**src/ulpi_bus_pkg.sv**
```systemverilog
// Shared constants and types for the transceiver-side link bus interface
package ulpi_bus_pkg;

	// Link command byte layout
	localparam int          CMD_HI          = 7;
	localparam int          CMD_LO          = 6;
	localparam logic [1:0]  CMD_IDLE        = 2'h0;
	localparam logic [1:0]  CMD_TX          = 2'h1;
	localparam logic [1:0]  CMD_REGW        = 2'h2;
	localparam logic [1:0]  CMD_REGR        = 2'h3;
	localparam logic [5:0]  EXT_ADDR        = 6'h2f;
	localparam logic [7:0]  IDLE_BYTE       = 8'h00;

	// Register array layout
	localparam int          REG_NUM_DEF     = 8;
	localparam int          REG_FUNC        = 0;
	localparam int          REG_OTG         = 1;
	localparam int          XCVR_LO         = 0;
	localparam int          TERM_BIT        = 2;
	localparam int          OPMODE_LO       = 3;
	localparam int          SUSPENDM_BIT    = 6;
	localparam int          DP_PD_BIT       = 1;
	localparam int          DM_PD_BIT       = 2;
	localparam logic [7:0]  FUNC_RESET      = 8'h41;
	localparam logic [7:0]  OTG_RESET       = 8'h06;
	localparam logic [7:0]  REG_RESET       = 8'h00;

	// Status byte sent to the link
	localparam int          STATUS_W        = 7;

	// Timing: system clock and link clock divider
	localparam int          SYS_CLK_NS      = 25;
	localparam int          LINK_PERIOD_NS  = 200;
	localparam int          DIV_HALF_DEF    = LINK_PERIOD_NS / (2 * SYS_CLK_NS);
	localparam int          DIV_W           = 8;

	// Receive end delay budget in high-speed clocks
	localparam int          RX_END_DELAY    = 43;
	localparam int          RX_END_DELAY_MAX = 63;

	typedef enum logic [3:0] {
		PH_STARTUP   = 4'h0,
		PH_TURN_DOWN = 4'h1,
		PH_IDLE      = 4'h2,
		PH_TX        = 4'h3,
		PH_TX_END    = 4'h4,
		PH_REGW_ADDR = 4'h5,
		PH_REGW_DATA = 4'h6,
		PH_REGW_STOP = 4'h7,
		PH_REGR_ADDR = 4'h8,
		PH_TURN_UP   = 4'h9,
		PH_SEND_LAST = 4'ha,
		PH_RX_STREAM = 4'hb,
		PH_LOWPWR    = 4'hc
	} phase_t;

	typedef enum logic [1:0] {
		PUR_REG = 2'h0,
		PUR_CMD = 2'h1,
		PUR_RX  = 2'h2
	} purpose_t;

endpackage : ulpi_bus_pkg

```
**src/pin_sync.sv**
```systemverilog
// Two-stage synchroniser for inputs from outside the clock domain
module pin_sync #(
	parameter int WIDTH = 1
) (
	input  wire logic             clk,   // System clock
	input  wire logic             reset, // Synchronous reset
	input  wire logic [WIDTH-1:0] d,     // Asynchronous inputs
	output logic      [WIDTH-1:0] q      // Synchronised outputs
);

	typedef struct packed {
		logic [WIDTH-1:0] s1;
		logic [WIDTH-1:0] s2;
	} sync_t;

	sync_t r;
	sync_t r_nxt;

	always_comb begin
		r_nxt    = r;
		r_nxt.s1 = d;
		r_nxt.s2 = r.s1;
	end

	always_ff @(posedge clk) begin
		if (reset) begin
			r <= '0;
		end else begin
			r <= r_nxt;
		end
	end

	assign q = r.s2;

endmodule : pin_sync

```
**src/ulpi_phy_bus.sv**
```systemverilog
// Transceiver-side synchronous link bus interface: arbitration, command decode, register array
// Function
// - Sample and launch every bus signal only at rising link clock edges. In low power the code sees stop and drives the pins without edges.
// - Link clock comes from the transceiver divider or from the link.
// - Transceiver drives data while direction is high, link while low.
// - A non-zero byte starts a transfer; all-zero means idle bus. The code decodes only the top two bits, so any 00xxxxxx byte is idle.
// - Raise direction to send; lower it and watch for commands otherwise.
// - Hold direction high while unable to accept data, e.g. PLL start-up.
// - Byte before the stop cycle is the packet's final byte.
// - Throttle high means byte accepted; link shows next byte next cycle.
// - Stop input also triggers start-up and resume from low power.
// - One undriven turn-around cycle per direction change; bus ignored then. The code drives the pins with no turn cycle on low power entry.
// - Synchronous mode plus low power mode with stopped clock, remapped pins.
// - Transceiver, termination, mode and pull-down controls live in registers.
// - Route each link command to transmitter or register array by type.
// - Receive end delay stays within 43 of allowed 63 clocks.
// - Twelve signals: clock, eight data, direction, throttle, stop.
// - Command top bits: 00 idle, 01 transmit, 10 write, 11 read.
module ulpi_phy_bus #(
	parameter int REG_NUM  = ulpi_bus_pkg::REG_NUM_DEF,
	parameter int DIV_HALF = ulpi_bus_pkg::DIV_HALF_DEF
) (
	input  wire logic                            clk,          // System clock, 40 MHz
	input  wire logic                            reset,        // Synchronous reset, active high
	input  wire logic                            clk_src_phy,  // Strap: transceiver makes link clock
	input  wire logic                            ulpi_clk_in,  // Link clock pin level
	output logic                                 ulpi_clk_out, // Link clock driven out
	output logic                                 ulpi_clk_oe,  // Link clock output enable
	input  wire logic [7:0]                      data_in,      // Data pins level
	output logic      [7:0]                      data_out,     // Data pins driven value
	output logic                                 data_oe,      // Data pins output enable
	output logic                                 dir,          // Bus direction
	output logic                                 nxt,          // Throttle
	input  wire logic                            stp,          // Stop from link
	input  wire logic                            pll_ready,    // Internal clocks stable
	input  wire logic [ulpi_bus_pkg::STATUS_W-1:0] status,     // Line, bus voltage, event, id status
	output logic      [7:0]                      tx_data,      // Byte to USB transmitter
	output logic                                 tx_last,      // Final byte of packet
	output logic                                 tx_valid,     // Transmit byte present
	input  wire logic                            tx_ready,     // Transmitter takes byte
	input  wire logic [7:0]                      rx_data,      // Received USB byte
	input  wire logic                            rx_last,      // Final received byte
	input  wire logic                            rx_valid,     // Received byte present
	output logic                                 rx_ready,     // Received byte taken, pulse
	output logic      [1:0]                      xcvr_select,  // Transceiver select
	output logic                                 term_select,  // Termination select
	output logic      [1:0]                      op_mode,      // Operating mode
	output logic                                 dp_pulldown,  // DP pull-down enable
	output logic                                 dm_pulldown,  // DM pull-down enable
	output logic                                 low_power     // Low power mode active
);

	localparam int SYNC_W = 11;

	typedef struct packed {
		ulpi_bus_pkg::phase_t              ph;
		ulpi_bus_pkg::purpose_t            pur;
		logic                              dir;
		logic                              nxt;
		logic [7:0]                        dout;
		logic                              doe;
		logic                              ext;
		logic [7:0]                        addr;
		logic [7:0]                        wdata;
		logic [8:0]                        pend;
		logic                              pend_v;
		logic [8:0]                        outw;
		logic                              out_v;
		logic [ulpi_bus_pkg::STATUS_W-1:0] sent_stat;
		logic                              rx_ready;
		logic                              clk_q;
		logic [7:0]                        din_q;
		logic                              stp_q;
		logic [ulpi_bus_pkg::DIV_W-1:0]    div;
		logic                              clk_o;
		logic                              src_phy;
		logic [1:0]                        strap_cnt;
		logic                              cmd_hold;
		logic                              low_power;
		logic [REG_NUM-1:0][7:0]           regs;
	} phy_t;

	phy_t r;
	phy_t r_nxt;

	logic [SYNC_W-1:0] sync_q;
	logic              s_clk;
	logic              s_stp;
	logic              s_src;
	logic [7:0]        s_data;
	logic              buf_in_ready;

	function automatic logic is_ext(input logic [7:0] b);
		is_ext = (b[5:0] == ulpi_bus_pkg::EXT_ADDR);
	endfunction : is_ext

	function automatic logic [1:0] cmd_of(input logic [7:0] b);
		cmd_of = b[ulpi_bus_pkg::CMD_HI:ulpi_bus_pkg::CMD_LO];
	endfunction : cmd_of

	pin_sync #(
		.WIDTH (SYNC_W)
	) u_sync (
		.clk   (clk),
		.reset (reset),
		.d     ({ulpi_clk_in, stp, clk_src_phy, data_in}),
		.q     (sync_q)
	);

	assign s_clk  = sync_q[10];
	assign s_stp  = sync_q[9];
	assign s_src  = sync_q[8];
	assign s_data = sync_q[7:0];

	word_buf2 #(
		.WIDTH (9)
	) u_txbuf (
		.clk       (clk),
		.reset     (reset),
		.in_data   (r.outw),
		.in_valid  (r.out_v),
		.in_ready  (buf_in_ready),
		.out_data  ({tx_last, tx_data}),
		.out_valid (tx_valid),
		.out_ready (tx_ready)
	);

	always_comb begin
		logic       tick;
		logic [7:0] b;
		logic       s;
		logic [7:0] rxcmd;
		tick  = 1'b0;
		b     = 8'h00;
		s     = 1'b0;
		rxcmd = 8'h00;
		r_nxt = r;
		// Rising edge seen on synced clock; pre-edge data kept one cycle back
		tick           = s_clk && !r.clk_q;
		b              = r.din_q;
		s              = r.stp_q;
		rxcmd          = {1'b0, status};
		r_nxt.clk_q    = s_clk;
		r_nxt.din_q    = s_data;
		r_nxt.stp_q    = s_stp;
		r_nxt.rx_ready = 1'b0;

		// Clock source strap followed until the synchroniser has filled
		if (r.strap_cnt != 2'h3) begin
			r_nxt.src_phy   = s_src;
			r_nxt.strap_cnt = r.strap_cnt + 2'h1;
		end
		// Divider runs only when this end makes the clock and not in low power
		if (r.src_phy && r.ph != ulpi_bus_pkg::PH_LOWPWR) begin
			if (r.div == ulpi_bus_pkg::DIV_W'(DIV_HALF - 1)) begin
				r_nxt.div   = '0;
				r_nxt.clk_o = !r.clk_o;
			end else begin
				r_nxt.div = r.div + ulpi_bus_pkg::DIV_W'(1);
			end
		end else begin
			r_nxt.div   = '0;
			r_nxt.clk_o = 1'b0;
		end

		// Staged transmit word enters the buffer when there is room
		if (r.out_v && buf_in_ready) begin
			r_nxt.out_v = 1'b0;
		end
		// Command byte stays on the bus until the first throttled edge takes it
		if (tick && r.nxt) begin
			r_nxt.cmd_hold = 1'b0;
		end

		case (r.ph)
			ulpi_bus_pkg::PH_STARTUP: begin
				r_nxt.dir = 1'b1;
				r_nxt.doe = 1'b0;
				if (tick && pll_ready) begin
					r_nxt.dir = 1'b0;
					r_nxt.ph  = ulpi_bus_pkg::PH_TURN_DOWN;
				end
			end
			ulpi_bus_pkg::PH_TURN_DOWN: begin
				if (tick) begin
					r_nxt.ph = ulpi_bus_pkg::PH_IDLE;
				end
			end
			ulpi_bus_pkg::PH_IDLE: begin
				if (tick) begin
					if (rx_valid) begin
						r_nxt.dir = 1'b1;
						r_nxt.pur = ulpi_bus_pkg::PUR_RX;
						r_nxt.ph  = ulpi_bus_pkg::PH_TURN_UP;
					end else if (status != r.sent_stat) begin
						r_nxt.dir = 1'b1;
						r_nxt.pur = ulpi_bus_pkg::PUR_CMD;
						r_nxt.ph  = ulpi_bus_pkg::PH_TURN_UP;
					end else begin
						r_nxt.cmd_hold = 1'b1;
						case (cmd_of(b))
							ulpi_bus_pkg::CMD_TX: begin
								r_nxt.pend   = {1'b0, b};
								r_nxt.pend_v = 1'b1;
								r_nxt.nxt    = 1'b1;
								r_nxt.ph     = ulpi_bus_pkg::PH_TX;
							end
							ulpi_bus_pkg::CMD_REGW: begin
								r_nxt.addr = {2'b00, b[5:0]};
								r_nxt.ext  = is_ext(b);
								r_nxt.nxt  = 1'b1;
								r_nxt.ph   = is_ext(b) ? ulpi_bus_pkg::PH_REGW_ADDR : ulpi_bus_pkg::PH_REGW_DATA;
							end
							ulpi_bus_pkg::CMD_REGR: begin
								r_nxt.addr = {2'b00, b[5:0]};
								r_nxt.ext  = is_ext(b);
								r_nxt.nxt  = 1'b1;
								r_nxt.ph   = ulpi_bus_pkg::PH_REGR_ADDR;
							end
							default: begin
								r_nxt.ph = ulpi_bus_pkg::PH_IDLE;
							end
						endcase
					end
				end
			end
			ulpi_bus_pkg::PH_TX: begin
				if (tick) begin
					if (s) begin
						// Byte held from before the stop is the final one
						r_nxt.nxt = 1'b0;
						if (!r_nxt.out_v) begin
							r_nxt.outw   = {1'b1, r.pend[7:0]};
							r_nxt.out_v  = 1'b1;
							r_nxt.pend_v = 1'b0;
							r_nxt.ph     = ulpi_bus_pkg::PH_IDLE;
						end else begin
							r_nxt.ph = ulpi_bus_pkg::PH_TX_END;
						end
					end else begin
						if (r.nxt && !r.cmd_hold) begin
							r_nxt.outw  = r.pend;
							r_nxt.out_v = r.pend_v;
							r_nxt.pend  = {1'b0, b};
						end
						// Throttle falls when the staging word cannot drain
						r_nxt.nxt = !r_nxt.out_v || buf_in_ready;
					end
				end
			end
			ulpi_bus_pkg::PH_TX_END: begin
				if (!r_nxt.out_v) begin
					r_nxt.outw   = {1'b1, r.pend[7:0]};
					r_nxt.out_v  = 1'b1;
					r_nxt.pend_v = 1'b0;
					r_nxt.ph     = ulpi_bus_pkg::PH_IDLE;
				end
			end
			ulpi_bus_pkg::PH_REGW_ADDR: begin
				if (tick && r.nxt && !r.cmd_hold) begin
					r_nxt.addr = b;
					r_nxt.ph   = ulpi_bus_pkg::PH_REGW_DATA;
				end
			end
			ulpi_bus_pkg::PH_REGW_DATA: begin
				if (tick && r.nxt && !r.cmd_hold) begin
					r_nxt.wdata = b;
					r_nxt.nxt   = 1'b0;
					r_nxt.ph    = ulpi_bus_pkg::PH_REGW_STOP;
				end
			end
			ulpi_bus_pkg::PH_REGW_STOP: begin
				if (tick && s) begin
					r_nxt.ph = ulpi_bus_pkg::PH_IDLE;
					if (r.addr < 8'(REG_NUM)) begin
						r_nxt.regs[r.addr[$clog2(REG_NUM)-1:0]] = r.wdata;
					end
					// Clearing suspend enters low power with direction high
					if (r.addr == 8'(ulpi_bus_pkg::REG_FUNC) && !r.wdata[ulpi_bus_pkg::SUSPENDM_BIT]) begin
						r_nxt.dir = 1'b1;
						r_nxt.ph  = ulpi_bus_pkg::PH_LOWPWR;
					end
				end
			end
			ulpi_bus_pkg::PH_REGR_ADDR: begin
				// Immediate read turns on the command edge, extended one edge later
				if (tick && r.nxt && (r.cmd_hold != r.ext)) begin
					if (r.ext) begin
						r_nxt.addr = b;
					end
					r_nxt.nxt = 1'b0;
					r_nxt.dir = 1'b1;
					r_nxt.pur = ulpi_bus_pkg::PUR_REG;
					r_nxt.ph  = ulpi_bus_pkg::PH_TURN_UP;
				end
			end
			ulpi_bus_pkg::PH_TURN_UP, ulpi_bus_pkg::PH_RX_STREAM: begin
				// Turn-around cycle in PH_TURN_UP: nothing driven, bus not read; PH_RX_STREAM keeps driving
				if (tick) begin
					r_nxt.doe = 1'b1;
					case (r.pur)
						ulpi_bus_pkg::PUR_REG: begin
							r_nxt.dout = (r.addr < 8'(REG_NUM)) ? r.regs[r.addr[$clog2(REG_NUM)-1:0]] : 8'h00;
							r_nxt.ph   = ulpi_bus_pkg::PH_SEND_LAST;
						end
						ulpi_bus_pkg::PUR_CMD: begin
							r_nxt.dout      = rxcmd;
							r_nxt.sent_stat = status;
							r_nxt.ph        = ulpi_bus_pkg::PH_SEND_LAST;
						end
						default: begin
							// Received bytes pass straight through to keep end delay low
							if (rx_valid) begin
								r_nxt.dout     = rx_data;
								r_nxt.nxt      = 1'b1;
								r_nxt.rx_ready = 1'b1;
								r_nxt.ph       = rx_last ? ulpi_bus_pkg::PH_SEND_LAST : ulpi_bus_pkg::PH_RX_STREAM;
							end else begin
								r_nxt.dout      = rxcmd;
								r_nxt.nxt       = 1'b0;
								r_nxt.sent_stat = status;
								r_nxt.ph        = ulpi_bus_pkg::PH_RX_STREAM;
							end
						end
					endcase
				end
			end
			ulpi_bus_pkg::PH_SEND_LAST: begin
				if (tick) begin
					r_nxt.dir  = 1'b0;
					r_nxt.nxt  = 1'b0;
					r_nxt.doe  = 1'b0;
					r_nxt.dout = ulpi_bus_pkg::IDLE_BYTE;
					r_nxt.ph   = ulpi_bus_pkg::PH_TURN_DOWN;
				end
			end
			ulpi_bus_pkg::PH_LOWPWR: begin
				// Clock stopped; pins carry line state; stop level seen without edges
				r_nxt.low_power = 1'b1;
				r_nxt.dir       = 1'b1;
				r_nxt.doe       = 1'b1;
				r_nxt.dout      = {6'h00, status[1:0]};
				if (s_stp) begin
					r_nxt.low_power = 1'b0;
					r_nxt.doe       = 1'b0;
					r_nxt.dout      = ulpi_bus_pkg::IDLE_BYTE;
					r_nxt.regs[ulpi_bus_pkg::REG_FUNC][ulpi_bus_pkg::SUSPENDM_BIT] = 1'b1;
					r_nxt.ph        = ulpi_bus_pkg::PH_STARTUP;
				end
			end
			default: begin
				r_nxt.ph = ulpi_bus_pkg::PH_STARTUP;
			end
		endcase
	end

	always_ff @(posedge clk) begin
		if (reset) begin
			r                              <= '0;
			r.dir                          <= 1'b1;
			r.regs[ulpi_bus_pkg::REG_FUNC] <= ulpi_bus_pkg::FUNC_RESET;
			r.regs[ulpi_bus_pkg::REG_OTG]  <= ulpi_bus_pkg::OTG_RESET;
		end else begin
			r <= r_nxt;
		end
	end

	assign ulpi_clk_out = r.clk_o;
	assign ulpi_clk_oe  = r.src_phy;
	assign data_out     = r.dout;
	assign data_oe      = r.doe;
	assign dir          = r.dir;
	assign nxt          = r.nxt;
	assign rx_ready     = r.rx_ready;
	assign xcvr_select  = r.regs[ulpi_bus_pkg::REG_FUNC][ulpi_bus_pkg::XCVR_LO +: 2];
	assign term_select  = r.regs[ulpi_bus_pkg::REG_FUNC][ulpi_bus_pkg::TERM_BIT];
	assign op_mode      = r.regs[ulpi_bus_pkg::REG_FUNC][ulpi_bus_pkg::OPMODE_LO +: 2];
	assign dp_pulldown  = r.regs[ulpi_bus_pkg::REG_OTG][ulpi_bus_pkg::DP_PD_BIT];
	assign dm_pulldown  = r.regs[ulpi_bus_pkg::REG_OTG][ulpi_bus_pkg::DM_PD_BIT];
	assign low_power    = r.low_power;

endmodule : ulpi_phy_bus

```
**src/word_buf2.sv**
```systemverilog
// Two-entry valid/ready buffer with registered outputs
module word_buf2 #(
	parameter int WIDTH = 9
) (
	input  wire logic             clk,       // System clock
	input  wire logic             reset,     // Synchronous reset
	input  wire logic [WIDTH-1:0] in_data,   // Word from the filling side
	input  wire logic             in_valid,  // Word offered
	output logic                  in_ready,  // Room for a word
	output logic      [WIDTH-1:0] out_data,  // Word to the draining side
	output logic                  out_valid, // Word present
	input  wire logic             out_ready  // Draining side takes word
);

	typedef struct packed {
		logic [WIDTH-1:0] head;
		logic             head_v;
		logic [WIDTH-1:0] spare;
		logic             spare_v;
	} buf_t;

	buf_t r;
	buf_t r_nxt;

	always_comb begin
		r_nxt = r;
		if (r.head_v && out_ready) begin
			if (r.spare_v) begin
				r_nxt.head    = r.spare;
				r_nxt.spare_v = 1'b0;
			end else begin
				r_nxt.head_v = 1'b0;
			end
		end
		// Push only while the spare slot is free
		if (in_valid && !r.spare_v) begin
			if (!r_nxt.head_v) begin
				r_nxt.head   = in_data;
				r_nxt.head_v = 1'b1;
			end else begin
				r_nxt.spare   = in_data;
				r_nxt.spare_v = 1'b1;
			end
		end
	end

	always_ff @(posedge clk) begin
		if (reset) begin
			r <= '0;
		end else begin
			r <= r_nxt;
		end
	end

	assign in_ready  = !r.spare_v;
	assign out_data  = r.head;
	assign out_valid = r.head_v;

endmodule : word_buf2
```
**config.mk**
```make
export PLATFORM = sky130hd
export DESIGN_NAME = ulpi_phy_bus
export DESIGN_NICKNAME = d
export VERILOG_FILES = /design/src/ulpi_bus_pkg.sv /design/src/pin_sync.sv /design/src/ulpi_phy_bus.sv /design/src/word_buf2.sv
export SDC_FILE = /design/constraint.sdc
export NUM_CORES = 1
export LEC_CHECK = 0
export ABC_AREA = 1
export BUFFER_PORTS_ARGS = -buffer_cell sky130_fd_sc_hd__buf_2
export CAP_MARGIN = 20
export CORE_ASPECT_RATIO = 2
export CORE_UTILIZATION = 54
export CTS_CLUSTER_DIAMETER = 50
export DETAILED_ROUTE_END_ITERATION = 10
export PLACE_DENSITY_LB_ADDON = 0.08
export SLEW_MARGIN = 30
export SYNTH_ARGS = -nofsm -noshare
export SYNTH_HDL_FRONTEND = slang
export SYNTH_SLANG_ARGS = --single-unit
export TNS_END_PERCENT = 10
```
**constraint.sdc**
```tcl
create_clock -name clk -period 1.6 [get_ports clk]
set_input_delay 0.16 -clock clk [delete_from_list [all_inputs] [get_ports clk]]
set_output_delay 0.16 -clock clk [all_outputs]
set_load 0.005 [all_outputs]
```
==> results_dict.tcl, run 1 <==
set metrics [dict create \
    cts_buffer_depth 2 \
    fin_crit_sh_pct 101 \
    r2r_cells 9 \
    firstDrtPassIters 5 \
    drtIter0Drc 370 \
    ys_ff_latch 191 \
    portBuffers 63 \
    cpPeakStageDelay_ns 0.33 \
    cp_common_cell "nor2_4" \
    initial_utilization_pct 55.1 \
    path_class "reg2reg" \
    numCtsBuffers 17 \
    powerDensity_nw_per_um2 981 \
    worstSetupStartpointType "flop" \
    htreeDepth 4 \
    yosysWarnings 0 \
    cp_cell_sequence "nor2_4, nand3_2, nor2_4, nand4_4, nor2_4, nand2_2, buf_6, buf_4, a21oi_1" \
    final_nets 1446 \
    power_frac_comb_pct 17.9 \
    reg2reg_to "r[27]$_SDFFE_PP0P_" \
    setup_ws_ns -0.0205 \
    wl_per_cell_um 15.2 \
    die_w_um 91.7 \
    synth-async-reset-ratio_pct 0 \
    synthCells 1243 \
    clkSinkCount 191 \
    ant_nets 0 \
    final_core_util_pct 71.8 \
    cp_max_fo 8 \
    clk_latency_ns 0.44 \
    tightest_slew_ns 0.651 \
    violations "negative setup slack" \
    vias_per_cell 5.25 \
    die_h_um 181 \
    syn_area_um2 8690 \
    r2r-start "r[131]$_SDFFE_PP0P_" \
    grt_max_degree 120 \
    ff2ff_setup_slack_ns -0.02 \
    track_usage_pct 29.9 \
    cts_tree "yes" \
    dieArea_um2 16600 \
    root_buffer "clkbuf_16" \
    switchingPower_mw 3.36 \
    rows 65 \
    clk_pin_slew_worst_paths_ns 0.07 \
    n_antenna_cell 0 \
    synthFlopType "dfxtp_1" \
    switching_share_pct 30.3 \
    tns_ns -0.0599 \
    setup_violations 4 \
    fill_cells 1380 \
    p_leak_nw 4.97 \
    hold_path.class "in2reg" \
    yosys.cell_types.count 36 \
    hp-start "reset" \
    seq_area_frac_synth_pct 44.0 \
    grt_pass1_vias 8129 \
    gp_congestion 0.997 \
    cp.arrival_ns 1.99 \
    io-pin-count 64 \
    syn_to_final_growth_pct 30.4 \
    min_period_ns 1.62 \
    synth_edf_count 0 \
    wl_um 24700 \
    seqPwrFrac_pct 44.6 \
    pwr-share-clk_pct 37.4 \
    globalRouteOverflowTotal 0 \
    end_kind "flop" \
    syn_avg_cell_area_um2 6.99 \
    fin_skew_ns 0.0122 \
    antenna_found_initial 0 \
    holdPathEnd "r[91]$_SDFFE_PP0P_" \
    peakVddDrop_mv 0.861 \
    p_int_mw 7.75 \
    grt_pass1_wl_um 38900 \
    remaining_drc_errors 0 \
    cp_slowest_cell "dfxtp_2" \
    synth_nets 1277 \
    drive_gt1_share_pct 27.2 \
    relSlewSlack_pct 56.6 \
    finalHoldViolations 0 \
    cp.required_ns 1.97 \
    fmax_ghz 0.617 \
    holdPathStages 4 \
    outcome "finished with violations" \
    slew_viol_final 0 \
    vias 8534 \
    design.core.area_um2 15800 \
    dp_hpwl_um 17600 \
    rsz0062_at_grt "yes" \
    drv_cap 0 \
]
## cell families (layout without fill, tap and decap cells)
family	count (synthesis)	after routing	synth area share, %
and+or+nand+nor	464	465	22.6
AOI/OAI and AO/OA	321	321	20.2
buffers and inverters	261	442	12.4
DFF	191	191	44.0
xor gates and xnor gates	4	4	0.403
adders and majority gates	2	2	0.288
## registers in the layout, indices dropped and copies added (netlist names), 2 cells and up
register          flops
u_txbuf.r            10
data_out              8
u_sync.q             11
r                   127
u_sync.r             11
u_txbuf.out_data      9
xcvr_select           2
op_mode               2
## per-stage QoR
step	cell area, um^2	cells	hold slack (ns)	power (mW)	worst slack [ns]
CTS	10800	1620	0.0408	11.0	-0.0287
detailed placement	9940	1573	0.367	6.72	-0.180
global route	11300	1626	0.0702	11.6	-0.112
finish	11300	1626	0.0429	11.1	-0.0205
global placement	9940	1573	0.361	6.70	-0.171
floorplan	8690	1243	0.267	6.01	-0.0123
## layout make-up
cell class	count	area, um^2	share of cell area [%]
well taps	201	251	2.22
clock buffers	17	425	3.76
inverters	198	746	6.58
flip-flops and latches	191	3850	34.0
clock inverters	15	164	1.45
repair buffers	212	1600	14.1
multi-input cells	792	4290	37.9
## synth_stat cells (all sizes together), types with 2 or more instances
cell type	number	area, um^2
o22ai	2	12.5
nor4	2	12.5
a31oi	4	25.0
xnor2	2	17.5
ha	2	25.0
clkbuf	25	93.8
dfxtp	191	3820
nor2	132	548
buf	38	241
a21oi	129	646
o2111ai	7	61.3
o211ai	32	240
clkinv	2	7.51
nor3	9	45.0
nand3	54	270
o21bai	7	52.6
nand2	249	947
o21a	2	15.0
nand4	14	103
xor2	2	17.5
inv	196	736
o21ai	138	706
## per-layer routing
layer	vias up	track usage (%)	wire, um
li1	4327	-	-
met1	3923	30.6	9190
met2	195	55.5	13300
met4	0	19.1	1460
met3	89	4.34	745
met5	-	0	0
## power groups by stage
stage	clock network (mW)	logic (mW)	registers, mW
after floorplan	0	0.983	5.03
after detailed placement	0	1.67	5.04
final	4.16	2.00	4.96
after CTS	4.22	1.79	4.94
after global placement	0	1.66	5.04
after global routing	4.43	2.19	4.98
## worst max-delay path by stage
stage	start	end	slack, ns	cells after the start
6_report	r[131]$_SDFFE_PP0P_	r[27]$_SDFFE_PP0P_	-0.02	9
5_1_grt	r[149]$_SDFFE_PP0P_	r[146]$_SDFFE_PP0P_	-0.11	11
4_1_cts	r[148]$_SDFFE_PP0P_	r[146]$_SDFFE_PP0P_	-0.03	10
3_5_place_dp	r[146]$_SDFFE_PP0P_	r[108]$_SDFFE_PP0P_	-0.18	8
3_3_place_gp	r[147]$_SDFFE_PP0P_	r[107]$_SDFFE_PP0P_	-0.17	8
2_1_floorplan	u_sync.q[10]$_SDFF_PP0_	r[131]$_SDFFE_PP0P_	-0.01	10
## repair_timing
| action | CTS | global route |
|---|---|---|
| gates cloned | 1 | 1 |
| endpoints found under the setup margin | 106 | 117 |
| resized for setup | 55 | 189 |
| hold buffers | 11 | 0 |
| pin swaps | 9 | 46 |
| endpoints found under the hold margin | 11 | 0 |
| setup buffers | 3 | 6 |
## worst max-delay path: cells and delay by family, from the launching register on
| kind | cells | cell delay, ns |
|---|---|---|
| compound gates | 1 | 0.13 |
| simple gates | 6 | 0.82 |
| flops | 1 | 0.33 |
| buf+inv | 2 | 0.29 |
## layout by cell type, fill, tap and decap left out, types with 3 or more instances in the layout
master / instances
dfxtp_2: 8
o211ai_1: 32
nor2_1: 99
buf_2: 63
dfxtp_1: 178
o21ai_0: 73
o21ai_4: 4
dfxtp_4: 5
nor2_4: 15
inv_1: 183
dlygate4sd3_1: 11
clkinv_8: 4
inv_2: 13
buf_12: 6
nand3_2: 4
nand2_4: 10
nand2_1: 213
o21ai_1: 27
nor3_1: 6
a21oi_1: 123
inv_6: 4
clkbuf_16: 17
nand3_1: 49
clkinv_4: 3
a31oi_1: 3
o2111ai_1: 7
nand4_1: 13
nor2_2: 18
buf_6: 15
o21ai_2: 34
o21bai_1: 7
buf_4: 116
nand2_2: 26
a21oi_2: 6
Power figures use the tool's default switching activity.
==> run 2: changes to the inputs <==
Settings changed: ABC_AREA 1 to 0.
==> results_dict.tcl, run 2 <==
set metrics [dict create \
    cp.depth 6 \
    r2r_cells 6 \
    hold_path.class "in2reg" \
    die_w_um 92.3 \
    synth.top_cells.by_count "dfxtp_1, nor2_1, mux2i_1" \
    cp_slowest_cell "or4b_4" \
    cts_buffer_depth 2 \
    layout_commonest_cell "dfxtp_1" \
    cp.arrival_ns 2.33 \
    clkSinkCount 191 \
    globalRouteOverflowTotal 0 \
    final_nets 1156 \
    setup_ws_ns -0.417 \
    cp_cell_sequence "buf_4, nand3b_1, nor2_2, o22ai_2, or4b_4, mux2_4" \
    vias_per_cell 5.78 \
    numCtsBuffers 17 \
    track_usage_pct 31.9 \
    clk_pin_slew_worst_paths_ns 0.07 \
    synth_nets 988 \
    syn_area_um2 8800 \
    ys_ff_latch 191 \
    htreeDepth 4 \
    syn_to_final_growth_pct 28.9 \
    n_antenna_cell 0 \
    seq_area_frac_synth_pct 43.5 \
    ff2ff_setup_slack_ns -0.42 \
    min_period_ns 2.02 \
    dieArea_um2 16800 \
    crit_buf_inv 1 \
    cts_tree "yes" \
    layout_common_cells "dfxtp_1, buf_4, nor2_1, mux2i_1, nand2_1" \
    r2r-start "r[87]$_SDFF_PP0_" \
    grt_pass1_wl_um 40800 \
    place_ws_ns -0.576 \
    grt_pass1_vias 7872 \
    end_kind "flop" \
    endpoint "r[148]$_SDFFE_PP0P_" \
    remaining_drc_errors 0 \
    portBuffers 63 \
    yosysWarnings 0 \
    worstSetupStartpointType "flop" \
    finalHoldViolations 0 \
    drtIter0Drc 284 \
    firstDrtPassIters 5 \
    startpoint "r[87]$_SDFF_PP0_" \
    synth_edf_count 0 \
    setup_violations 126 \
    yosys.cell_types.count 74 \
    violations "negative setup slack" \
    largest_reg_flops 127 \
    yosysTopAreaCell "dfxtp_1" \
    largest_register "r" \
    die_h_um 183 \
    fin_crit_sh_pct 126 \
    relSlewSlack_pct 67.5 \
    wl_per_cell_um 19.5 \
    p_leak_nw 4.88 \
    synth_top_area_share_pct 43.5 \
    syn_avg_cell_area_um2 9.22 \
    cp.required_ns 1.91 \
    reg2reg_to "r[148]$_SDFFE_PP0P_" \
    cp_max_fo 3 \
    dp_hpwl_um 19600 \
    fin_skew_ns 0.0118 \
    rsz0062_at_grt "yes" \
    powerDensity_nw_per_um2 912 \
    finalPower_mw 10.3 \
    fmax_ghz 0.496 \
    grt_max_degree 83 \
    wl_um 26000 \
    clk_latency_ns 0.43 \
    rows 65 \
    peakVddDrop_mv 0.886 \
    drv_cap 0 \
    gp_congestion 0.975 \
    outcome "finished with violations" \
    yosysMostFrequentCell "dfxtp_1" \
    antenna_found_initial 0 \
    drive_gt1_share_pct 30.5 \
    root_buffer "clkbuf_16" \
    slew_viol_final 0 \
    cpLargestDelayFamily "simple AND/OR/NAND/NOR gates" \
    tightest_slew_ns 0.482 \
    synthFlopType "dfxtp_1" \
    synthCells 954 \
    synth-async-reset-ratio_pct 0 \
    ys_top_cells_by_area "dfxtp_1, mux2i_1, nor2_1" \
    path_class "reg2reg" \
    ant_nets 0 \
    design.core.area_um2 15900 \
    io-pin-count 64 \
    initial_utilization_pct 55.5 \
    cpPeakStageDelay_ns 0.51 \
    vias 7718 \
]
[run 2: cell count changes in the layout (fill, tap and decap cells not counted), sizes merged, moves of 30 or more]
cell / previous run / this run
a21oi: 129 / 59
buf: 201 / 232
inv: 203 / 16
mux2i: 0 / 115
nand2: 249 / 93
nor2b: 0 / 42
o211ai: 32 / 2
o21ai: 138 / 31
[run 2: cells by family (layout without fill, tap and decap cells)]
kind of cell               Yosys count  count (layout)  share of synthesized area, %
xor gates and xnor gates            17              17                          1.69
muxes                              135             135                          17.7
DFF                                191             191                          43.5
buffers and inverters              106             287                          5.86
and+or+nand+nor                    351             351                          20.1
AOI/OAI and AO/OA                  152             152                          11.0
adders and majority gates            2               2                         0.284
[run 2: worst min path at each step]
stage                startpoint                       end  cells after the start  slack (ns)
floorplan              tx_ready   u_txbuf.r[0]$_SDFF_PP0_                      1        0.26
global placement     data_in[2]   u_sync.r[13]$_SDFF_PP0_                      2        0.37
detailed placement  clk_src_phy   u_sync.r[19]$_SDFF_PP0_                      2        0.38
CTS                  rx_data[6]  data_out[6]$_SDFFE_PP0P_                      4         0.1
global route          status[4]        r[93]$_SDFFE_PP0P_                      4        0.11
finish                status[4]        r[93]$_SDFFE_PP0P_                      4        0.11
[run 2: metrics by stage]
step	setup TNS (ns)	util [%]	hold slack (ns)	instances	area (um^2)
after global routing	-39.35	71.6	0.108	1336	11300
after detailed placement	-49.49	63.7	0.376	1277	10100
after global placement	-44.89	63.7	0.368	1277	10100
after floorplan	-31.68	-	0.256	954	8820
final	-29.88	71.6	0.110	1336	11300
after CTS	-31.94	70.7	0.0951	1334	11200
[run 2: worst min-delay path: stages]
cell and delay (ns):
buf_2 0.09, buf_4 0.11, mux2i_1 0.06, nor2_1 0.07
[run 2: power breakdown]
part	internal [mW]	switching, mW	leakage (nW)
registers	4.82	0.0620	1.55
clock network	2.25	1.94	0.279
logic	0.614	0.658	3.05
[run 2: repair_timing]
item,CTS,global route
gates cloned,0,0
buffers inserted,13,2
resized for setup,83,26
hold endpoints to repair,12,0
pin swaps,29,11
hold buffers,12,0
endpoints found under the setup margin,134,135
[run 2: layer usage]
metal | up-vias | GRT usage (%) | wire length, um
li1 | 3652 | - | -
met1 | 3768 | 28.2 | 8690
met3 | 90 | 5.33 | 611
met5 | - | 0 | 0
met2 | 208 | 63.1 | 15000
met4 | 0 | 21.2 | 1730
[run 2: area by class of cell]
type,instances,area [um^2]
tap,201,251
multi-input combinational,657,4750
sequential,191,3840
inverter,11,41.3
timing repair buffer,244,1870
clock buffer,19,443
clock inverter,13,149
fill,1247,4510
==> run 3: changes to the inputs <==
Settings changed: CORE_ASPECT_RATIO 2 to 0.6.
==> results_dict.tcl, run 3 (synthesized netlist as in run 2, its figures left out) <==
set metrics [dict create \
    dp_hpwl_um 17600 \
    largest_register "r" \
    design.core.area_um2 15600 \
    cts_tree "yes" \
    cp_max_fo 5 \
    htreeDepth 4 \
    numCtsBuffers 17 \
    cp.arrival_ns 2.37 \
    slew_viol_final 0 \
    rows 35 \
    fin_skew_ns 0.0144 \
    grt_pass1_vias 7084 \
    outcome "finished with violations" \
    clk_latency_ns 0.43 \
    die_w_um 167 \
    placed_cell_area_um2 10200 \
    wl_per_cell_um 18.5 \
    remaining_drc_errors 0 \
    cts_buffer_depth 2 \
    place_ws_ns -0.621 \
    gp_congestion 0.952 \
    grt_max_degree 79 \
    final_nets 1143 \
    firstDrtPassIters 5 \
    tightest_slew_ns 0.650 \
    fmax_ghz 0.486 \
    layout_common_cells "dfxtp_1, buf_4, nor2_1, mux2i_1, nand2_1" \
    portBuffers 63 \
    vias 7657 \
    end_kind "flop" \
    rsz0062_at_grt "yes" \
    drv_cap 0 \
    track_usage_pct 29.3 \
    grt_pass1_wl_um 38200 \
    n_antenna_cell 0 \
    violations "negative setup slack" \
    final_core_util_pct 73.1 \
    setup_ws_ns -0.460 \
    wl_um 24600 \
    min_period_ns 2.06 \
    tns_ns -33.40 \
    clkSinkCount 191 \
    syn_to_final_growth_pct 29.9 \
    r2r_cells 7 \
    relSlewSlack_pct 56.3 \
    io-pin-count 64 \
    ff2ff_setup_slack_ns -0.46 \
    drive_gt1_share_pct 31.7 \
    p_leak_nw 4.86 \
    path_class "reg2reg" \
    cp.required_ns 1.91 \
    holdPathStages 2 \
    worstSetupStartpointType "flop" \
    finalHoldViolations 0 \
    antenna_found_initial 0 \
    largest_reg_flops 127 \
    initial_utilization_pct 56.3 \
    peakVddDrop_mv 0.687 \
    vias_per_cell 5.78 \
    fill_cells 1169 \
    fin_area_um2 11400 \
    globalRouteOverflowTotal 0 \
    clk_pin_slew_worst_paths_ns 0.08 \
    root_buffer "clkbuf_16" \
    powerDensity_nw_per_um2 916 \
    drtIter0Drc 689 \
    ant_nets 0 \
    hold_path.class "in2reg" \
    layout_commonest_cell "dfxtp_1" \
    finalPower_mw 10.5 \
    fin_crit_sh_pct 129 \
    dieArea_um2 16800 \
    die_h_um 101 \
    setup_violations 116 \
]
## run 3: layout make-up
class | instances | area [um^2] | share of cell area [%]
Multi-Input combinational cell | 657 | 4860 | 42.5
Sequential cell | 191 | 3840 | 33.6
Clock buffer | 18 | 439 | 3.84
Tap cell | 203 | 254 | 2.22
Clock inverter | 14 | 179 | 1.57
Timing Repair Buffer | 231 | 1810 | 15.9
Inverter | 11 | 41.3 | 0.361
## run 3: what timing repair did
item | 4_1_cts | 5_1_grt
setup buffers | 3 | 1
pin swaps | 9 | 15
endpoints found under the hold margin | 12 | 0
cloned | 1 | 0
setup endpoints to repair | 133 | 126
resized for setup | 74 | 51
hold buffers | 12 | 0
## run 3: per-stage QoR
| step | hold slack (ns) | std cells |
|---|---|---|
| final | 0.103 | 1325 |
| after global routing | 0.114 | 1325 |
| after CTS | 0.0989 | 1324 |
| after detailed placement | 0.372 | 1276 |
| after global placement | 0.368 | 1276 |
| after floorplan | 0.256 | 954 |
## run 3: metal layers
metal / part of all wire, % / global-route usage (%)
met4: 0.79 / 5.84
met2: 42 / 43.6
met3: 7.7 / 6.67
met1: 49 / 43.4
met5: 0 / 0
## run 3: where the power goes
part / internal (mW) / total, mW / switching (mW)
logic: 0.577 / 1.22 / 0.640
registers: 4.82 / 4.88 / 0.0618
clock network: 2.18 / 4.38 / 2.19
total: 7.58 / 10.5 / 2.89
## run 3: final timing paths
check | from | end
max | r[128]$_SDFFE_PP0P_ | dp_pulldown$_SDFFE_PP1P_
max reg2reg | r[128]$_SDFFE_PP0P_ | dp_pulldown$_SDFFE_PP1P_
min reg2reg | u_sync.r[11]$_SDFF_PP0_ | u_sync.q[0]$_SDFF_PP0_
min | reset | r[89]$_SDFFE_PP0P_
## run 3: worst max-delay path: stages (launching register included)
cell and delay (ns):
dfxtp_1 0.32, or4_4 0.59, nor4_4 0.18, buf_4 0.18, and3_1 0.22, buf_4 0.17, mux2i_1 0.20, nand2_1 0.07
